**src/verilog/wffc_pkg.sv**
```systemverilog
// Constants for the selective-wake frame filter register block
package wffc_pkg;
  // ********************************************************
  // Register indices; byte address is four times the index
  // ********************************************************
  localparam logic [7:0] IDX_IDENT_12_5  = 8'h25;
  localparam logic [7:0] IDX_IDENT_4_0   = 8'h26;
  localparam logic [7:0] IDX_MASK_28_21  = 8'h27;
  localparam logic [7:0] IDX_MASK_20_13  = 8'h28;
  localparam logic [7:0] IDX_MASK_12_5   = 8'h29;
  localparam logic [7:0] IDX_MASK_4_0    = 8'h2a;
  localparam logic [7:0] IDX_LEN_CODE    = 8'h2b;
  localparam logic [7:0] IDX_PAYLOAD_7   = 8'h2c;
  localparam logic [7:0] IDX_PAYLOAD_6   = 8'h2d;
  localparam logic [7:0] IDX_PAYLOAD_5   = 8'h2e;
  localparam logic [7:0] IDX_WAKE_CTRL   = 8'h3a;
  localparam logic [7:0] IDX_WAKE_STATUS = 8'h3b;

  // ********************************************************
  // Field positions
  // ********************************************************
  localparam int LO_IDENT_MSB   = 6;
  localparam int LO_IDENT_LSB   = 2;
  localparam int LO_RTR_BIT     = 1;
  localparam int LO_IDE_BIT     = 0;
  localparam int LEN_MSB        = 3;
  localparam int CTRL_CFG_VALID = 0;
  localparam int CTRL_WAKE_EN   = 1;
  localparam int CTRL_SOFT_RST  = 4;
  localparam int STAT_MATCHED   = 0;
  localparam int STAT_REJECTED  = 1;

  // ********************************************************
  // Reset values, lengths and identifier layout
  // ********************************************************
  localparam logic [7:0]  BYTE_RESET   = 8'h00;
  localparam logic [4:0]  FIVE_RESET   = 5'h00;
  localparam logic [3:0]  LEN_RESET    = 4'h0;
  localparam logic [3:0]  LEN_MAX      = 4'h8;
  localparam logic [28:0] STD_ID_FIELD = 29'h1ffc_0000;
  localparam logic [31:0] WORD_ZERO    = 32'h0000_0000;
endpackage : wffc_pkg

```
**src/verilog/wffc_top.sv**
```systemverilog
// APB register block and frame matcher for the selective-wake filter
`timescale 1ns/1ps
// What this block does
// Identifier bits 12..5 live in a full byte register, bit 12 on top.
// Identifier bits 4..0 sit at positions 6..2 of the low register.
// Low register bit 1 gives the expected remote-request bit.
// Low register bit 0 picks standard or extended identifier format.
// Software must never expect a remote frame as a wake frame.
// Mask bit one compares that identifier bit; zero ignores it.
// Mask for identifier bits 28..21 is a full byte register.
// Mask for identifier bits 20..13 is a full byte register.
// Mask for identifier bits 12..5 is a full byte register.
// Mask bits 4..0 at positions 6..2; bits 7, 1, 0 read-only.
// Reserved bits ignore writes and read back zero.
// Length code sits in bits 3..0; any code of eight or more means eight.
// Codes zero to seven mean that many bytes, larger codes mean eight.
// Expected payload bytes seven, six, five are full byte registers.
// Power-on and soft reset clear all these registers to zero.
// Restart keeps the low register top bit at zero.
// Any write of filter settings drops the config-valid flag.
// Standard format compares only identifier bits 28..18.
// Wake only when compared identifier, format, length, data all agree.
module wffc_top #(
  parameter int ADDR_W = 12
) (
  input  wire logic              clk,
  input  wire logic              rstn,
  input  wire logic              psel,
  input  wire logic              penable,
  input  wire logic              pwrite,
  input  wire logic [ADDR_W-1:0] paddr,
  input  wire logic [31:0]       pwdata,
  output logic      [31:0]       prdata,
  output logic                   pready,
  output logic                   pslverr,
  input  wire logic              rx_frame_valid,
  input  wire logic [28:0]       rx_ident,
  input  wire logic              rx_ide,
  input  wire logic              rx_rtr,
  input  wire logic [3:0]        rx_len_code,
  input  wire logic [7:0]        rx_payload_byte_seven,
  input  wire logic [7:0]        rx_payload_byte_six,
  input  wire logic [7:0]        rx_payload_byte_five,
  input  wire logic [15:0]       stored_ident_high,
  output logic                   wake_up_frame_match,
  output logic                   selective_wake_en,
  output logic                   config_valid_flag
);
  import wffc_pkg::*;

  // ********************************************************
  // Helpers
  // ********************************************************
  function automatic logic [3:0] wffc_eff_len(input logic [3:0] code);
    wffc_eff_len = (code > LEN_MAX) ? LEN_MAX : code;
  endfunction : wffc_eff_len

  // ********************************************************
  // Storage
  // ********************************************************
  logic [7:0]  frame_ident_mid_low_r;
  logic [4:0]  frame_ident_lowest_r;
  logic        rtr_r;
  logic        ide_r;
  logic [7:0]  ident_compare_top_r;
  logic [7:0]  ident_compare_upper_mid_r;
  logic [7:0]  ident_compare_lower_mid_r;
  logic [4:0]  ident_compare_lowest_r;
  logic [3:0]  len_code_r;
  logic [7:0]  payload_byte_seven_r;
  logic [7:0]  payload_byte_six_r;
  logic [7:0]  payload_byte_five_r;
  logic        cfg_valid_r;
  logic        wake_en_r;
  logic        matched_r;
  logic        rejected_r;
  logic        wake_r;
  logic [31:0] prdata_r;
  logic        pready_r;
  logic        pslverr_r;

  // ********************************************************
  // Bus decode
  // ********************************************************
  wire [7:0] idx      = paddr[9:2];
  wire       aligned  = (paddr[1:0] == 2'b00) &&
                        (paddr[ADDR_W-1:10] == '0);
  wire       setup    = psel && !penable;
  wire       wr_acc   = psel && penable && pready_r && pwrite;
  wire       cfg_hit  = (idx >= IDX_IDENT_12_5) && (idx <= IDX_PAYLOAD_5);
  wire       mapped   = aligned && (cfg_hit || idx == IDX_WAKE_CTRL ||
                        idx == IDX_WAKE_STATUS);
  wire       wr_ok    = wr_acc && mapped;
  wire       cfg_wr   = wr_ok && cfg_hit;
  wire       ctrl_wr  = wr_ok && (idx == IDX_WAKE_CTRL);
  wire       soft_clr = ctrl_wr && pwdata[CTRL_SOFT_RST];
  wire       wr_id_hi = wr_ok && (idx == IDX_IDENT_12_5);
  wire       wr_id_lo = wr_ok && (idx == IDX_IDENT_4_0);
  wire       wr_m3    = wr_ok && (idx == IDX_MASK_28_21);
  wire       wr_m2    = wr_ok && (idx == IDX_MASK_20_13);
  wire       wr_m1    = wr_ok && (idx == IDX_MASK_12_5);
  wire       wr_m0    = wr_ok && (idx == IDX_MASK_4_0);
  wire       wr_len   = wr_ok && (idx == IDX_LEN_CODE);
  wire       wr_d7    = wr_ok && (idx == IDX_PAYLOAD_7);
  wire       wr_d6    = wr_ok && (idx == IDX_PAYLOAD_6);
  wire       wr_d5    = wr_ok && (idx == IDX_PAYLOAD_5);

  // Reserved positions are never stored, so they read zero
  wire [7:0] id_lo_view = {1'b0, frame_ident_lowest_r, rtr_r, ide_r};
  wire [7:0] m0_view    = {1'b0, ident_compare_lowest_r, 2'b00};
  wire [7:0] ctrl_view  = {6'h00, wake_en_r, cfg_valid_r};
  wire [7:0] stat_view  = {6'h00, rejected_r, matched_r};
  wire [7:0] rd_byte    =
    (idx == IDX_IDENT_12_5)  ? frame_ident_mid_low_r     :
    (idx == IDX_IDENT_4_0)   ? id_lo_view                :
    (idx == IDX_MASK_28_21)  ? ident_compare_top_r       :
    (idx == IDX_MASK_20_13)  ? ident_compare_upper_mid_r :
    (idx == IDX_MASK_12_5)   ? ident_compare_lower_mid_r :
    (idx == IDX_MASK_4_0)    ? m0_view                   :
    (idx == IDX_LEN_CODE)    ? {4'h0, len_code_r}        :
    (idx == IDX_PAYLOAD_7)   ? payload_byte_seven_r      :
    (idx == IDX_PAYLOAD_6)   ? payload_byte_six_r        :
    (idx == IDX_PAYLOAD_5)   ? payload_byte_five_r       :
    (idx == IDX_WAKE_CTRL)   ? ctrl_view                 :
    (idx == IDX_WAKE_STATUS) ? stat_view                 : BYTE_RESET;
  wire [31:0] rd_word = mapped ? {24'h00_0000, rd_byte} : WORD_ZERO;

  // ********************************************************
  // Frame comparison
  // ********************************************************
  wire [28:0] id_exp   = {stored_ident_high, frame_ident_mid_low_r,
                          frame_ident_lowest_r};
  wire [28:0] id_mask  = {ident_compare_top_r, ident_compare_upper_mid_r,
                          ident_compare_lower_mid_r, ident_compare_lowest_r};
  // Standard frames carry their 11 bits in the top identifier field
  wire [28:0] cmp_mask = ide_r ? id_mask : (id_mask & STD_ID_FIELD);
  wire        id_ok    = ((rx_ident ^ id_exp) & cmp_mask) == '0;
  wire [3:0]  rx_len   = wffc_eff_len(rx_len_code);
  wire        len_ok   = rx_len == wffc_eff_len(len_code_r);
  // Payload byte k only counts when the frame is long enough to carry it
  wire        d7_ok    = (rx_len <= 4'h7) ||
                         (rx_payload_byte_seven == payload_byte_seven_r);
  wire        d6_ok    = (rx_len <= 4'h6) ||
                         (rx_payload_byte_six == payload_byte_six_r);
  wire        d5_ok    = (rx_len <= 4'h5) ||
                         (rx_payload_byte_five == payload_byte_five_r);
  wire        frame_ok = id_ok && (rx_ide == ide_r) && (rx_rtr == rtr_r) &&
                         len_ok && d7_ok && d6_ok && d5_ok;
  wire        armed    = wake_en_r && cfg_valid_r;
  wire        hit      = rx_frame_valid && armed && frame_ok;
  wire        miss     = rx_frame_valid && armed && !frame_ok;

  // ********************************************************
  // Configuration registers
  // ********************************************************
  always_ff @(posedge clk) begin
    if (!rstn || soft_clr) begin
      frame_ident_mid_low_r     <= BYTE_RESET;
      frame_ident_lowest_r      <= FIVE_RESET;
      rtr_r                     <= 1'b0;
      ide_r                     <= 1'b0;
      ident_compare_top_r       <= BYTE_RESET;
      ident_compare_upper_mid_r <= BYTE_RESET;
      ident_compare_lower_mid_r <= BYTE_RESET;
      ident_compare_lowest_r    <= FIVE_RESET;
      len_code_r                <= LEN_RESET;
      payload_byte_seven_r      <= BYTE_RESET;
      payload_byte_six_r        <= BYTE_RESET;
      payload_byte_five_r       <= BYTE_RESET;
    end else begin
      if (wr_id_hi) frame_ident_mid_low_r <= pwdata[7:0];
      if (wr_id_lo) begin
        frame_ident_lowest_r <= pwdata[LO_IDENT_MSB:LO_IDENT_LSB];
        rtr_r                <= pwdata[LO_RTR_BIT];
        ide_r                <= pwdata[LO_IDE_BIT];
      end
      if (wr_m3) ident_compare_top_r       <= pwdata[7:0];
      if (wr_m2) ident_compare_upper_mid_r <= pwdata[7:0];
      if (wr_m1) ident_compare_lower_mid_r <= pwdata[7:0];
      if (wr_m0) ident_compare_lowest_r <=
                   pwdata[LO_IDENT_MSB:LO_IDENT_LSB];
      if (wr_len) len_code_r           <= pwdata[LEN_MSB:0];
      if (wr_d7)  payload_byte_seven_r <= pwdata[7:0];
      if (wr_d6)  payload_byte_six_r   <= pwdata[7:0];
      if (wr_d5)  payload_byte_five_r  <= pwdata[7:0];
    end
  end

  // ********************************************************
  // Control and status
  // ********************************************************
  // Setting the flag beats the automatic clear in the same cycle
  wire set_valid = ctrl_wr && pwdata[CTRL_CFG_VALID] && !soft_clr;
  wire cfg_valid_nxt = set_valid ? 1'b1 :
                       (cfg_wr || hit || soft_clr) ? 1'b0 :
                       ctrl_wr ? 1'b0 : cfg_valid_r;
  wire wake_en_nxt   = soft_clr ? 1'b0 :
                       ctrl_wr ? pwdata[CTRL_WAKE_EN] : wake_en_r;
  wire stat_wr       = wr_ok && (idx == IDX_WAKE_STATUS);

  always_ff @(posedge clk) begin
    if (!rstn) begin
      cfg_valid_r <= 1'b0;
      wake_en_r   <= 1'b0;
      matched_r   <= 1'b0;
      rejected_r  <= 1'b0;
      wake_r      <= 1'b0;
    end else begin
      cfg_valid_r <= cfg_valid_nxt;
      wake_en_r   <= wake_en_nxt;
      // Write one to clear; a new event in that cycle wins
      matched_r   <= hit || (matched_r && !(stat_wr &&
                     pwdata[STAT_MATCHED]));
      rejected_r  <= miss || (rejected_r && !(stat_wr &&
                     pwdata[STAT_REJECTED]));
      wake_r      <= hit;
    end
  end

  // ********************************************************
  // APB answer: one wait-free access cycle after setup
  // ********************************************************
  always_ff @(posedge clk) begin
    if (!rstn) begin
      prdata_r  <= WORD_ZERO;
      pready_r  <= 1'b0;
      pslverr_r <= 1'b0;
    end else begin
      pready_r  <= setup;
      pslverr_r <= setup && !mapped;
      prdata_r  <= (setup && !pwrite) ? rd_word : WORD_ZERO;
    end
  end

  assign prdata              = prdata_r;
  assign pready              = pready_r;
  assign pslverr             = pslverr_r;
  assign wake_up_frame_match = wake_r;
  assign selective_wake_en   = wake_en_r;
  assign config_valid_flag   = cfg_valid_r;
endmodule : wffc_top

```
**config.mk**
```make
export PLATFORM = sky130hd
export DESIGN_NAME = wffc_top
export DESIGN_NICKNAME = d
export VERILOG_FILES = /design/src/verilog/wffc_pkg.sv /design/src/verilog/wffc_top.sv
export SDC_FILE = /design/constraint.sdc
export NUM_CORES = 1
export LEC_CHECK = 0
export BUFFER_PORTS_ARGS = -buffer_cell sky130_fd_sc_hd__buf_2
export CAP_MARGIN = 10
export CORE_MARGIN = 2
export CORE_UTILIZATION = 37
export CTS_BUF_LIST = sky130_fd_sc_hd__clkbuf_16
export DETAILED_ROUTE_END_ITERATION = 7
export PLACE_DENSITY_LB_ADDON = 0.15
export SLEW_MARGIN = 20
export SYNTH_ARGS = -nofsm -noshare
export SYNTH_HDL_FRONTEND = slang
export SYNTH_SLANG_ARGS = --single-unit
```
**constraint.sdc**
```tcl
create_clock -name clk -period 3.4 [get_ports clk]
set_input_delay 0.85 -clock clk [delete_from_list [all_inputs] [get_ports clk]]
set_output_delay 0.85 -clock clk [all_outputs]
set_load 0.01 [all_outputs]
```
# == Yosys cells after proc, flatten, opt, wreduce, memory -nomap -nowiden ==
# Cells that the tools add are included.
# totals
ff_bits,111
input_bits,125
word_cells,132
# op_classes
order_cmp,7
eq_ne,18
n_mux,18
bitwise,3
reduce_logical,65
# op_table
cell,n
== test 8 x 6 -> 1 bit (second input constant),12
2-to-1 mux 8 bit,10
logical AND 1 bit,40
AND 29 bit,1
zero test 29 bit,1
XOR 29 bit,1
== test 8 bit,3
2-to-1 mux 18 bit,1
<= comparator 4 x 3 -> 1 bit (second input constant),3
logical OR 1 bit,10
greater-or-equal comparator 8 x 6 -> 1 bit (second input constant),1
> comparator 4 bit (second input constant),2
<= comparator 8 x 6 -> 1 bit (second input constant),1
zero test 1 bit,8
2-to-1 mux 4 bit,2
== test 4 bit,1
zero test 2 bit,2
2-to-1 mux 2 bit,2
2-to-1 mux 1 bit,3
AND reduction 3 bit,1
nonzero test 3 bit,1
== test 1 bit,2
AND reduction 2 bit,1
OR reduction 2 bit,1
inverter 1 bit,1

# == Longest topological paths before layout ==
# Gate-level depths: netlist of run 1.
# depth
word_depth,14
ltp_mapped,9
depth_no_buf,6

# == Worst setup path before layout of run 1 ==
# No wires, ideal clock.
# synth_timing
kind,input port to flip-flop
from,input port paddr[1]
to,register ident_compare_upper_mid_r[0]
arrival_time_ns,2.558
required_time_ns,3.283
path_slack_ns,0.724
stages,7
path_cell_list,or4_4 > nor2_4 > nand4_1 > or4_1 > buf_2 > mux2i_1 > nor2_1
# synth_between
elab_chain_len,7
# synth_rtl
item,line_no,text
from (decl),wffc_top.sv:31,"input wire logic [ADDR_W-1:0] paddr,"
zero test 2 bit *,wffc_top.sv:86,wire aligned = (paddr[1:0] == 2'b00) &&
logical AND 1 bit *,wffc_top.sv:86,
logical AND 1 bit *,wffc_top.sv:91,wire mapped = aligned && (cfg_hit || idx == IDX_WAKE_CTRL ||
logical AND 1 bit *,wffc_top.sv:93,wire wr_ok = wr_acc && mapped;
logical AND 1 bit,wffc_top.sv:95,wire ctrl_wr = wr_ok && (idx == IDX_WAKE_CTRL);
logical AND 1 bit,wffc_top.sv:96,wire soft_clr = ctrl_wr && pwdata[CTRL_SOFT_RST];
logical OR 1 bit,wffc_top.sv:157,if (!rstn || soft_clr) begin
to (signal assigned),wffc_top.sv:178,if (wr_m2) ident_compare_upper_mid_r <= pwdata[7:0];
to (decl),wffc_top.sv:66,logic [7:0] ident_compare_upper_mid_r;
# Every way passes the cells marked *; elsewhere a longest branch is shown, timed or not.
# A chain may end at the register's enable or synchronous reset.

# == Worst setup path after layout of run 1 ==
# layout_timing
from,input port paddr[6]
to,register prdata_r[3] (netlist: prdata[3])
# layout_between
elab_chain_len,11
# layout_rtl
item,line_no,text
== test 8 x 6 -> 1 bit,wffc_top.sv:123,(idx == IDX_PAYLOAD_5) ? payload_byte_five_r :
2-to-1 mux 8 bit,wffc_top.sv:123,
2-to-1 mux 8 bit,wffc_top.sv:122,(idx == IDX_PAYLOAD_6) ? payload_byte_six_r :
2-to-1 mux 8 bit,wffc_top.sv:121,(idx == IDX_PAYLOAD_7) ? payload_byte_seven_r :
2-to-1 mux 8 bit,wffc_top.sv:120,"(idx == IDX_LEN_CODE) ? {4'h0, len_code_r} :"
2-to-1 mux 8 bit,wffc_top.sv:119,(idx == IDX_MASK_4_0) ? m0_view :
2-to-1 mux 8 bit,wffc_top.sv:118,(idx == IDX_MASK_12_5) ? ident_compare_lower_mid_r :
2-to-1 mux 8 bit,wffc_top.sv:117,(idx == IDX_MASK_20_13) ? ident_compare_upper_mid_r :
2-to-1 mux 8 bit,wffc_top.sv:116,(idx == IDX_MASK_28_21) ? ident_compare_top_r :
2-to-1 mux 8 bit,wffc_top.sv:115,(idx == IDX_IDENT_4_0) ? id_lo_view :
2-to-1 mux 8 bit,wffc_top.sv:114,(idx == IDX_IDENT_12_5) ? frame_ident_mid_low_r :
to (signal assigned),wffc_top.sv:231,prdata_r <= (setup && !pwrite) ? rd_word : WORD_ZERO;
to (decl),wffc_top.sv:78,logic [31:0] prdata_r;
# Several ways; a longest one is shown, not always the timed one.

==> flow_summary.json, run 1 <==
{
  "fin_skew_ns": 0.0107,
  "die_area_mm2": 0.0145,
  "post_drt_wl_per_cell_um": 17.8,
  "drc_errors": 0,
  "synth_top_area_frac": 0.348,
  "max_clock_freq_ghz": 0.392,
  "final_nets": 799,
  "drt_iter0_markers": 304,
  "synth.distinct_cells": 55,
  "worst-slew-pin-transition_ns": 0.624,
  "start_util": 0.378,
  "postCtsSetupRepairBufs": 0,
  "yosysSeqAreaShare": 0.348,
  "cts_tree": "done",
  "n_antenna_cell": 0,
  "cts_resized": 0,
  "path_class": "primary input to flip-flop",
  "synth_area_mm2": 0.00501,
  "drv_slew": 0,
  "boundaryPins": 162,
  "hold_buffers": 0,
  "cp.required_ns": 3.63,
  "grt_max_degree": 61,
  "critPathBufInv": 2,
  "crit_chain": "buf_2, nor4b_4, buf_4, and3_1, nand3b_1, a21boi_0, o32ai_1, a221oi_1",
  "ys_seq_elements": 87,
  "cts_buffers": 9,
  "root_buffer": "clkbuf_16",
  "grt_pass1_wl_mm": 23.8,
  "cp_max_fo": 7,
  "finalPower_uw": 2270,
  "via_per_inst": 5.13,
  "synth_edf_count": 0,
  "placeableCoreArea_mm2": 0.0132,
  "grt_pass1_vias": 4337,
  "yosysWarnings": 0,
  "clk_pin_slew_ns": 0.07,
  "powerDensity_mw_per_mm2": 374,
  "die_x_um": 120,
  "start_kind": "primary input",
  "startpoint": "paddr[6]",
  "critPathTopFamily": "simple AND/OR/NAND/NOR gates",
  "hpwl_mm": 11.5,
  "relSlewSlack": 0.580,
  "cp.arrival_ns": 2.79,
  "syn2layout_area_growth_pct": 21.3,
  "cp-end-kind": "flip-flop",
  "min_period_ns": 2.55,
  "vias": 4390,
  "leakage_uw": 0.00280,
  "ys.flop_type": "dfxtp_1",
  "mostFrequentLayoutCell": "buf_2",
  "antenna_found_initial": 0,
  "timing.max_cap.violations": 0,
  "fin_setup_tns_ns": 0,
  "die_h_um": 120,
  "cts_sinks": 87,
  "slowest_delay_ns": 0.53,
  "rows": 42,
  "synthTopCellsByArea": "dfxtp_1 35%, mux2i_1 17%, xor2_1 10%",
  "fin_crit_sh": 0.751,
  "cts_buffer_depth": 2,
  "routed_wl_mm": 15.2,
  "hold_violations": 0,
  "drive_gt1_frac": 0.250,
  "grt_usage": 0.216,
  "final_cell_mix": "113 x buf_2, 93 x nor2_1, 87 x dfxtp_1",
  "htreeDepth": 3,
  "rsz0062_at_grt": "no",
  "synth_area_leader_cell": "dfxtp_1",
  "syn_avg_cell_area_um2": 8.94,
  "cp_slowest_cell": "nor4b_4",
  "clock_latency_ns": 0.36,
  "overflow": 0,
  "irDropWorstVdd_mv": 0.217,
  "timing.rr.start": "len_code_r[2]$_SDFFE_PP0P_",
  "status": "complete, no violations",
  "dr.pass1.iters": 5,
  "portBuffers": 113,
  "final_antenna_net_count": 0,
  "holdCritStartpoint": "rejected_r$_SDFF_PN0_",
  "syn_inst": 560,
  "hold_path_class": "flip-flop to flip-flop",
  "gp_congestion": 0.816,
  "async_flop_share": 0,
  "setup_viol": 0
}
## layer usage
layer  vias to the layer above  track usage  routed length (um)  share of wire
met3                        21       0.0377                1020          0.067
li1                       2151            -                   -              -
met4                         0       0.0901                 338          0.022
met1                      2041        0.288                6990           0.46
met5                         -            0                   0              0
met2                       177        0.345                6830           0.45
## worst paths after layout
check	end	slack [ns]	cells after the start
max	prdata[3]$_SDFF_PN0_	0.85	8
min	rejected_r$_SDFF_PN0_	0.52	1
max reg2reg	config_valid_flag$_SDFFE_PN0P_	1.14	6
min reg2reg	rejected_r$_SDFF_PN0_	0.52	1
## cell families (layout without fill, tap and decap cells)
group | Yosys count | in the layout | synth area share
AOI/OAI and AO/OA | 84 | 84 | 0.117
other | 1 | 24 | 0.000749
DFF | 87 | 87 | 0.348
buffers and inverters | 60 | 156 | 0.0660
xor gates and xnor gates | 58 | 58 | 0.101
muxes | 88 | 88 | 0.179
and+or+nand+nor | 182 | 182 | 0.188
## registers in the layout, summed over array words and instances (netlist names), 5 cells and up
name,cells
frame_ident_mid_low_r,8
ident_compare_lower_mid_r,8
ident_compare_top_r,8
ident_compare_upper_mid_r,8
payload_byte_five_r,8
payload_byte_seven_r,8
payload_byte_six_r,8
prdata,8
frame_ident_lowest_r,5
ident_compare_lowest_r,5
## synthesized netlist by cell type (7+ instances only)
library cell and n:
nand2_1 22, clkbuf_1 16, buf_4 24, a22oi_1 17, buf_2 12, dfxtp_1 87
mux2i_1 83, nor3_1 7, nor2_1 93, xor2_1 57, a21oi_1 18, o21ai_0 12
nor4_1 7, nand4_1 7, nand3_1 8
## power breakdown
part           internal [uW]  switching (uW)
combinational           89.2             139
clock                    578             448
sequential              1020           0.273
total                   1690             587
## stage by stage
step | hold WS [ns] | worst slack (ns) | cells | utilization | instance area [um2]
6_report | 0.521 | 0.846 | 855 | 0.459 | 6080
5_1_grt | 0.546 | 0.656 | 855 | 0.459 | 6080
4_1_cts | 0.520 | 0.831 | 855 | 0.459 | 6080
3_5_place_dp | 0.500 | 0.462 | 839 | 0.436 | 5770
3_3_place_gp | 0.483 | 0.446 | 839 | 0.436 | 5770
2_1_floorplan | 0.469 | 0.724 | 583 | - | 5090
## final cells by class
type                            instances  area, um2
Sequential cell                        87       1740
Timing Repair Buffer                  135        756
Multi-Input combinational cell        436       3030
Tap cell                              176        220
Clock buffer                            9        225
Fill cell                            1323       7170
Clock inverter                          7       81.3
Inverter                                5       18.8
## worst register-to-register path: stages (launching register included)
cell	delay [ns]
dfxtp_1	0.37
xor2_1	0.18
nor4_1	0.51
o2111ai_1	0.20
nor3_1	0.23
nand3_1	0.25
o311a_1	0.40
(Power assumes the default switching activity.)
==> run 2, diff against run 1 <==
--- a/config.mk
+++ b/config.mk
@@ -5,6 +5,7 @@
 export SDC_FILE = /design/constraint.sdc
 export NUM_CORES = 1
 export LEC_CHECK = 0
+export ABC_AREA = 1
 export BUFFER_PORTS_ARGS = -buffer_cell sky130_fd_sc_hd__buf_2
 export CAP_MARGIN = 10
 export CORE_MARGIN = 2
==> constraint.sdc (replaced) <==
create_clock -name clk -period 2.5 [get_ports clk]
set_input_delay 0.625 -clock clk [delete_from_list [all_inputs] [get_ports clk]]
set_output_delay 0.625 -clock clk [all_outputs]
set_load 0.01 [all_outputs]
==> run 2 against run 1 <==
Critical path depth up 5. Combinational power rose by 21%. Synthesized cell count up 46%. Critical endpoint is now ident_compare_lowest_r[4]$_SDFFE_PP0P_. Largest power group is now registers.
==> flow_summary.json, run 2 <==
{
  "status": "complete, no violations",
  "drive_gt1_frac": 0.205,
  "die_area_mm2": 0.0149,
  "grt_usage": 0.222,
  "post_drt_wl_per_cell_um": 14.1,
  "path_class": "primary input to flip-flop",
  "synth_top_area_frac": 0.339,
  "final_cell_mix": "312 x nand2_1, 113 x buf_2, 87 x dfxtp_1",
  "hold_violations": 0,
  "cp_max_fo": 7,
  "syn_avg_cell_area_um2": 6.31,
  "swShare": 0.249,
  "mostFrequentLayoutCell": "nand2_1",
  "rsz0062_at_grt": "no",
  "fin_crit_sh": 0.848,
  "dr.pass1.iters": 5,
  "hpwl_mm": 12.2,
  "cp-end-kind": "flip-flop",
  "irDropWorstVdd_mv": 0.407,
  "critPathTopFamily": "simple AND/OR/NAND/NOR gates",
  "clk_pin_slew_ns": 0.06,
  "powerDensity_mw_per_mm2": 483,
  "drt_iter0_markers": 448,
  "timing.max_cap.violations": 0,
  "start_kind": "primary input",
  "cp.required_ns": 2.74,
  "cp.arrival_ns": 2.36,
  "syn2layout_area_growth_pct": 21.3,
  "crit_cells": 13,
  "htreeDepth": 3,
  "pwr-share-clk": 0.448,
  "hold_buffers": 0,
  "vias": 5297,
  "synth_area_mm2": 0.00514,
  "cts_buffers": 9,
  "start_util": 0.375,
  "boundaryPins": 162,
  "synth.most_common_cell": "nand2_1",
  "p_sw_uw": 748,
  "placeableCoreArea_mm2": 0.0137,
  "hold_path_class": "flip-flop to flip-flop",
  "antenna_found_initial": 0,
  "grt_pass1_wl_mm": 24.9,
  "syn_inst": 815,
  "fin_skew_ns": 0.00856,
  "setup_viol": 0,
  "cts_tree": "done",
  "r2r_cells": 9,
  "cts_sinks": 87,
  "synth_edf_count": 0,
  "gp_congestion": 0.853,
  "synth_area_leader_cell": "dfxtp_1",
  "crit_chain": "buf_2, inv_1, nor2_2, nand2_1, nor2_2, nor2_1, nand2_1, nand3_1, buf_4, nor2_2, inv_1, nand2_1, a21oi_1",
  "drc_errors": 0,
  "max_clock_freq_ghz": 0.472,
  "yosysSeqAreaShare": 0.339,
  "leakage_uw": 0.00262,
  "ys.flop_type": "dfxtp_1",
  "seqPwrFrac": 0.461,
  "grt_max_degree": 45,
  "rows": 43,
  "clock_latency_ns": 0.35,
  "fin_area_mm2": 0.00624,
  "postCtsSetupRepairBufs": 0,
  "fin_setup_tns_ns": 0,
  "ys_seq_elements": 87,
  "synth.distinct_cells": 34,
  "final_antenna_net_count": 0,
  "die_h_um": 122,
  "post_dp_cell_area_mm2": 0.00595,
  "critPathBufInv": 4,
  "slowest_delay_ns": 0.24,
  "cts_buffer_depth": 2,
  "n_antenna_cell": 0,
  "min_period_ns": 2.12,
  "final_nets": 1072,
  "p_int_uw": 2260,
  "yosysWarnings": 0,
  "pwr-share-comb": 0.091,
  "portBuffers": 113,
  "root_buffer": "clkbuf_16",
  "async_flop_share": 0,
  "cp_slowest_cell": "buf_4",
  "cts_resized": 0,
  "via_per_inst": 4.68,
  "r2r_setup_slack_ns": 0.78,
  "die_x_um": 122,
  "overflow": 0,
  "whs_path_depth": 2,
  "synth_common_cells": "312 x nand2_1, 87 x dfxtp_1, 83 x a21oi_1",
  "grt_pass1_vias": 4688,
  "routed_wl_mm": 16.0,
  "drv_slew": 0,
  "synthTopCellsByArea": "dfxtp_1 34%, nand2_1 23%, a21oi_1 8.1%"
}
## run 2: cell types whose count changed in the layout (fill, tap and decap cells not counted), moves of 17 or more
| cell | before | now |
|---|---|---|
| nand2_1 | 22 | 312 |
| mux2i_1 | 83 | 0 |
| nand3_1 | 8 | 33 |
| inv_1 | 5 | 71 |
| a21oi_1 | 18 | 83 |
| a22oi_1 | 17 | 0 |
| nor2_1 | 93 | 71 |
| xor2_1 | 57 | 5 |
## run 2: worst min-delay path, delay by kind of cell (launching register included)
family / cells / cell delay [ns]
compound gates: 1 / 0.05
flops: 1 / 0.31
simple gates: 1 / 0.06
## run 2: through the flow
step | hold WS [ns] | std cells | power (uW) | util | worst slack (ns)
after global routing | 0.470 | 1132 | 3120 | 0.455 | 0.186
final | 0.464 | 1132 | 3010 | 0.455 | 0.379
after floorplan | 0.438 | 838 | 1580 | - | 0.317
after detailed placement | 0.456 | 1116 | 1690 | 0.434 | 0.0249
after global placement | 0.451 | 1116 | 1690 | 0.434 | 0.0159
after CTS | 0.459 | 1132 | 3030 | 0.455 | 0.379
## run 2: path summary, 6_finish.rpt
kind | startpoint | to
setup / recovery | paddr[5] | ident_compare_lowest_r[4]$_SDFFE_PP0P_
hold / removal | ident_compare_upper_mid_r[7]$_SDFFE_PP0P_ | ident_compare_upper_mid_r[7]$_SDFFE_PP0P_
setup reg to reg | len_code_r[2]$_SDFFE_PP0P_ | config_valid_flag$_SDFFE_PN0P_
hold reg to reg | ident_compare_upper_mid_r[7]$_SDFFE_PP0P_ | ident_compare_upper_mid_r[7]$_SDFFE_PP0P_
## run 2: routing by layer
layer  vias to the layer above  global-route usage  wire length [um]
met3                         8              0.0576              1230
met5                         -                   0                 0
met2                       182               0.331              6770
met1                      2320               0.326              7830
met4                         0              0.0381               131
li1                       2787                   -                 -
## run 2: power by group through the flow
stage          logic, uW  registers (uW)  clock network [uW]
6_report             275            1390                1350
5_1_grt              306            1390                1430
2_1_floorplan        164            1420                   0
4_1_cts              275            1390                1370
3_3_place_gp         273            1420                   0
3_5_place_dp         274            1420                   0
## run 2: logic make-up after synthesis
family,share of synthesized area
simple gates,0.394
buf+inv,0.115
compound gates,0.118
flops,0.339
xor+xnor,0.0324
other cells,0.000729
## run 2: area by class of cell
class | count | area [um2]
Fill cell | 1522 | 7480
Sequential cell | 87 | 1740
Clock buffer | 9 | 225
Inverter | 77 | 289
Tap cell | 180 | 225
Multi-Input combinational cell | 633 | 2890
Clock inverter | 7 | 63.8
Timing Repair Buffer | 139 | 798
==> run 3, diff against run 2 <==
--- a/config.mk
+++ b/config.mk
@@ -5,7 +5,7 @@
 export SDC_FILE = /design/constraint.sdc
 export NUM_CORES = 1
 export LEC_CHECK = 0
-export ABC_AREA = 1
+export ABC_AREA = 0
 export BUFFER_PORTS_ARGS = -buffer_cell sky130_fd_sc_hd__buf_2
 export CAP_MARGIN = 10
 export CORE_MARGIN = 2
==> constraint.sdc (replaced) <==
create_clock -name clk -period 1.8 [get_ports clk]
set_input_delay 0.45 -clock clk [delete_from_list [all_inputs] [get_ports clk]]
set_output_delay 0.45 -clock clk [all_outputs]
set_load 0.01 [all_outputs]
==> run 3 against run 2 <==
Routed wire length rose by 10%. Global-route usage rose by 1.7 points. Non-clock buffer count rose by 110. Count of clock-buffer cells in the layout did not move. Sequential cell count did not move. Highest routed layer unchanged. Die area fell by 2.5%. Via count fell by 6.5%. The flow now finishes with violations (negative setup slack). Clock skew fell by 0.0046 ns. Critical path depth fell by 5.
==> flow_summary.json, run 3 (synthesis gave the netlist of run 1 again) <==
{
  "seqCellArea_mm2": 0.00174,
  "fin_ws_ns": -0.222,
  "fin_setup_tns_ns": -9.65,
  "hold_violations": 0,
  "hpwl_mm": 13.0,
  "crit_chain": "buf_6, or4_4, nor2_4, nand4_1, or4_1, buf_6, mux2i_1, nor2_1",
  "clk_pin_slew_ns": 0.06,
  "grt_pass1_vias": 4852,
  "setup_viol": 77,
  "portBuffers": 113,
  "cp_slowest_cell": "or4_4",
  "fill_cells": 1247,
  "placed_cells": 935,
  "die_area_mm2": 0.0145,
  "root_buffer": "clkbuf_16",
  "final_antenna_net_count": 0,
  "cp-end-kind": "flip-flop",
  "slowest_delay_ns": 0.55,
  "cts_buffer_depth": 2,
  "min_period_ns": 2.02,
  "path_class": "primary input to flip-flop",
  "use_met2": 0.388,
  "start_util": 0.378,
  "r2r_cells": 7,
  "leakage_uw": 0.00354,
  "busiest_layer": "met2",
  "hold_path_class": "primary input to flip-flop",
  "die_h_um": 120,
  "post_dp_cell_area_mm2": 0.00661,
  "status": "finished, violations left",
  "p_int_uw": 3390,
  "drt_iter0_markers": 303,
  "antenna_found_initial": 0,
  "boundaryPins": 162,
  "violations": "negative setup slack",
  "routed_wl_mm": 17.6,
  "cp.arrival_ns": 2.26,
  "cts_buffers": 9,
  "timing.max_cap.violations": 0,
  "vias": 4952,
  "via_per_inst": 5.11,
  "fin_skew_ns": 0.00392,
  "dr.pass1.iters": 5,
  "finalPower_uw": 4510,
  "final_nets": 913,
  "use_met3": 0.0354,
  "syn2layout_area_growth_pct": 48.0,
  "final_cell_mix": "110 x buf_2, 103 x buf_4, 88 x nor2_1",
  "grt_pass1_wl_mm": 26.2,
  "cts_sinks": 87,
  "drv_slew": 0,
  "cp_max_fo": 8,
  "irDropWorstVdd_mv": 0.433,
  "pwr-share-clk": 0.446,
  "whs_path_depth": 3,
  "start_kind": "primary input",
  "max_clock_freq_ghz": 0.494,
  "cts_tree": "done",
  "fin_crit_sh": 1.12,
  "placeableCoreArea_mm2": 0.0132,
  "final_cells": 969,
  "final_core_util": 0.559,
  "n_antenna_cell": 0,
  "swShare": 0.248,
  "grt_usage": 0.239,
  "pwr-share-comb": 0.127,
  "p_sw_uw": 1120,
  "overflow": 0,
  "fin_area_mm2": 0.00741,
  "drc_errors": 0,
  "cpMostUsedCell": "buf_6",
  "drive_gt1_frac": 0.400,
  "grt_max_degree": 22,
  "cp.required_ns": 2.04,
  "mostFrequentLayoutCell": "buf_2",
  "hold_buffers": 0,
  "die_x_um": 120,
  "multiInputGateArea_mm2": 0.00323,
  "seqPwrFrac": 0.427,
  "gp_congestion": 0.858,
  "post_drt_wl_per_cell_um": 18.1,
  "clock_latency_ns": 0.35,
  "met1_usage": 0.321,
  "htreeDepth": 3,
  "powerDensity_mw_per_mm2": 609,
  "rows": 42,
  "rsz0062_at_grt": "yes"
}
## run 3: changes by cell type in the layout (fill, tap and decap cells not counted), sizes merged, moves of 8 or more
cell   previous run  this run
nand2           315        22
inv              77         5
mux2i             0        83
a21oi            83        18
xnor2            14         1
nor2             85        94
a22oi             0        17
xor2              5        57
buf             139       246
nand3            34        10
or2              15         0
o21ai            24        14
nand4            15         7
## run 3: worst max-delay path, delay by kind of cell
kind                   cells  cell delay [ns]
buffers and inverters      2             0.27
multiplexers               1             0.16
AND/OR/NAND/NOR            5             1.39
## run 3: final cells by class
| class | count | area share |
|---|---|---|
| multi-input combinational | 436 | 0.435 |
| timing repair buffer | 249 | 0.255 |
| inverter | 5 | 0.00253 |
| clock buffer | 9 | 0.0304 |
| sequential | 87 | 0.235 |
| clock inverter | 7 | 0.0118 |
| tap | 176 | 0.0297 |
## run 3: power groups by stage
stage,Clock [uW],Sequential (uW),Combinational (uW)
after floorplan,0,1970,257
after global placement,0,1970,484
after detailed placement,0,1970,492
after CTS,2060,1930,520
after global routing,2140,1930,610
final,2010,1930,571
## run 3: final timing paths
kind	startpoint	endpoint	slack [ns]
worst max-delay path	paddr[1]	ident_compare_upper_mid_r[5]$_SDFFE_PP0P_	-0.22
worst min-delay path	psel	pready$_SDFF_PN0_	0.39
worst max register to register	len_code_r[2]$_SDFFE_PP0P_	config_valid_flag$_SDFFE_PN0P_	-0.14
worst min register to register	rejected_r$_SDFF_PN0_	rejected_r$_SDFF_PN0_	0.50
## run 3: per-stage QoR
stage          hold WS [ns]  setup slack [ns]
2_1_floorplan         0.469            -0.402
3_3_place_gp          0.480            -0.632
3_5_place_dp          0.492            -0.615
4_1_cts               0.380            -0.179
5_1_grt               0.421            -0.287
6_report              0.389            -0.222
## run 3: routing by layer
metal / wire, um / vias up
li1: - / 2391
met1: 7910 / 2334
met2: 8080 / 197
met3: 1120 / 30
met4: 476 / 0
met5: 0 / -
## run 3: what timing repair did
item                                    CTS  global route
gates resized for setup                  17            53
pin swaps                                 8            15
buffers inserted                          6             9
endpoints found under the setup margin   84            82
gates cloned                              1             6
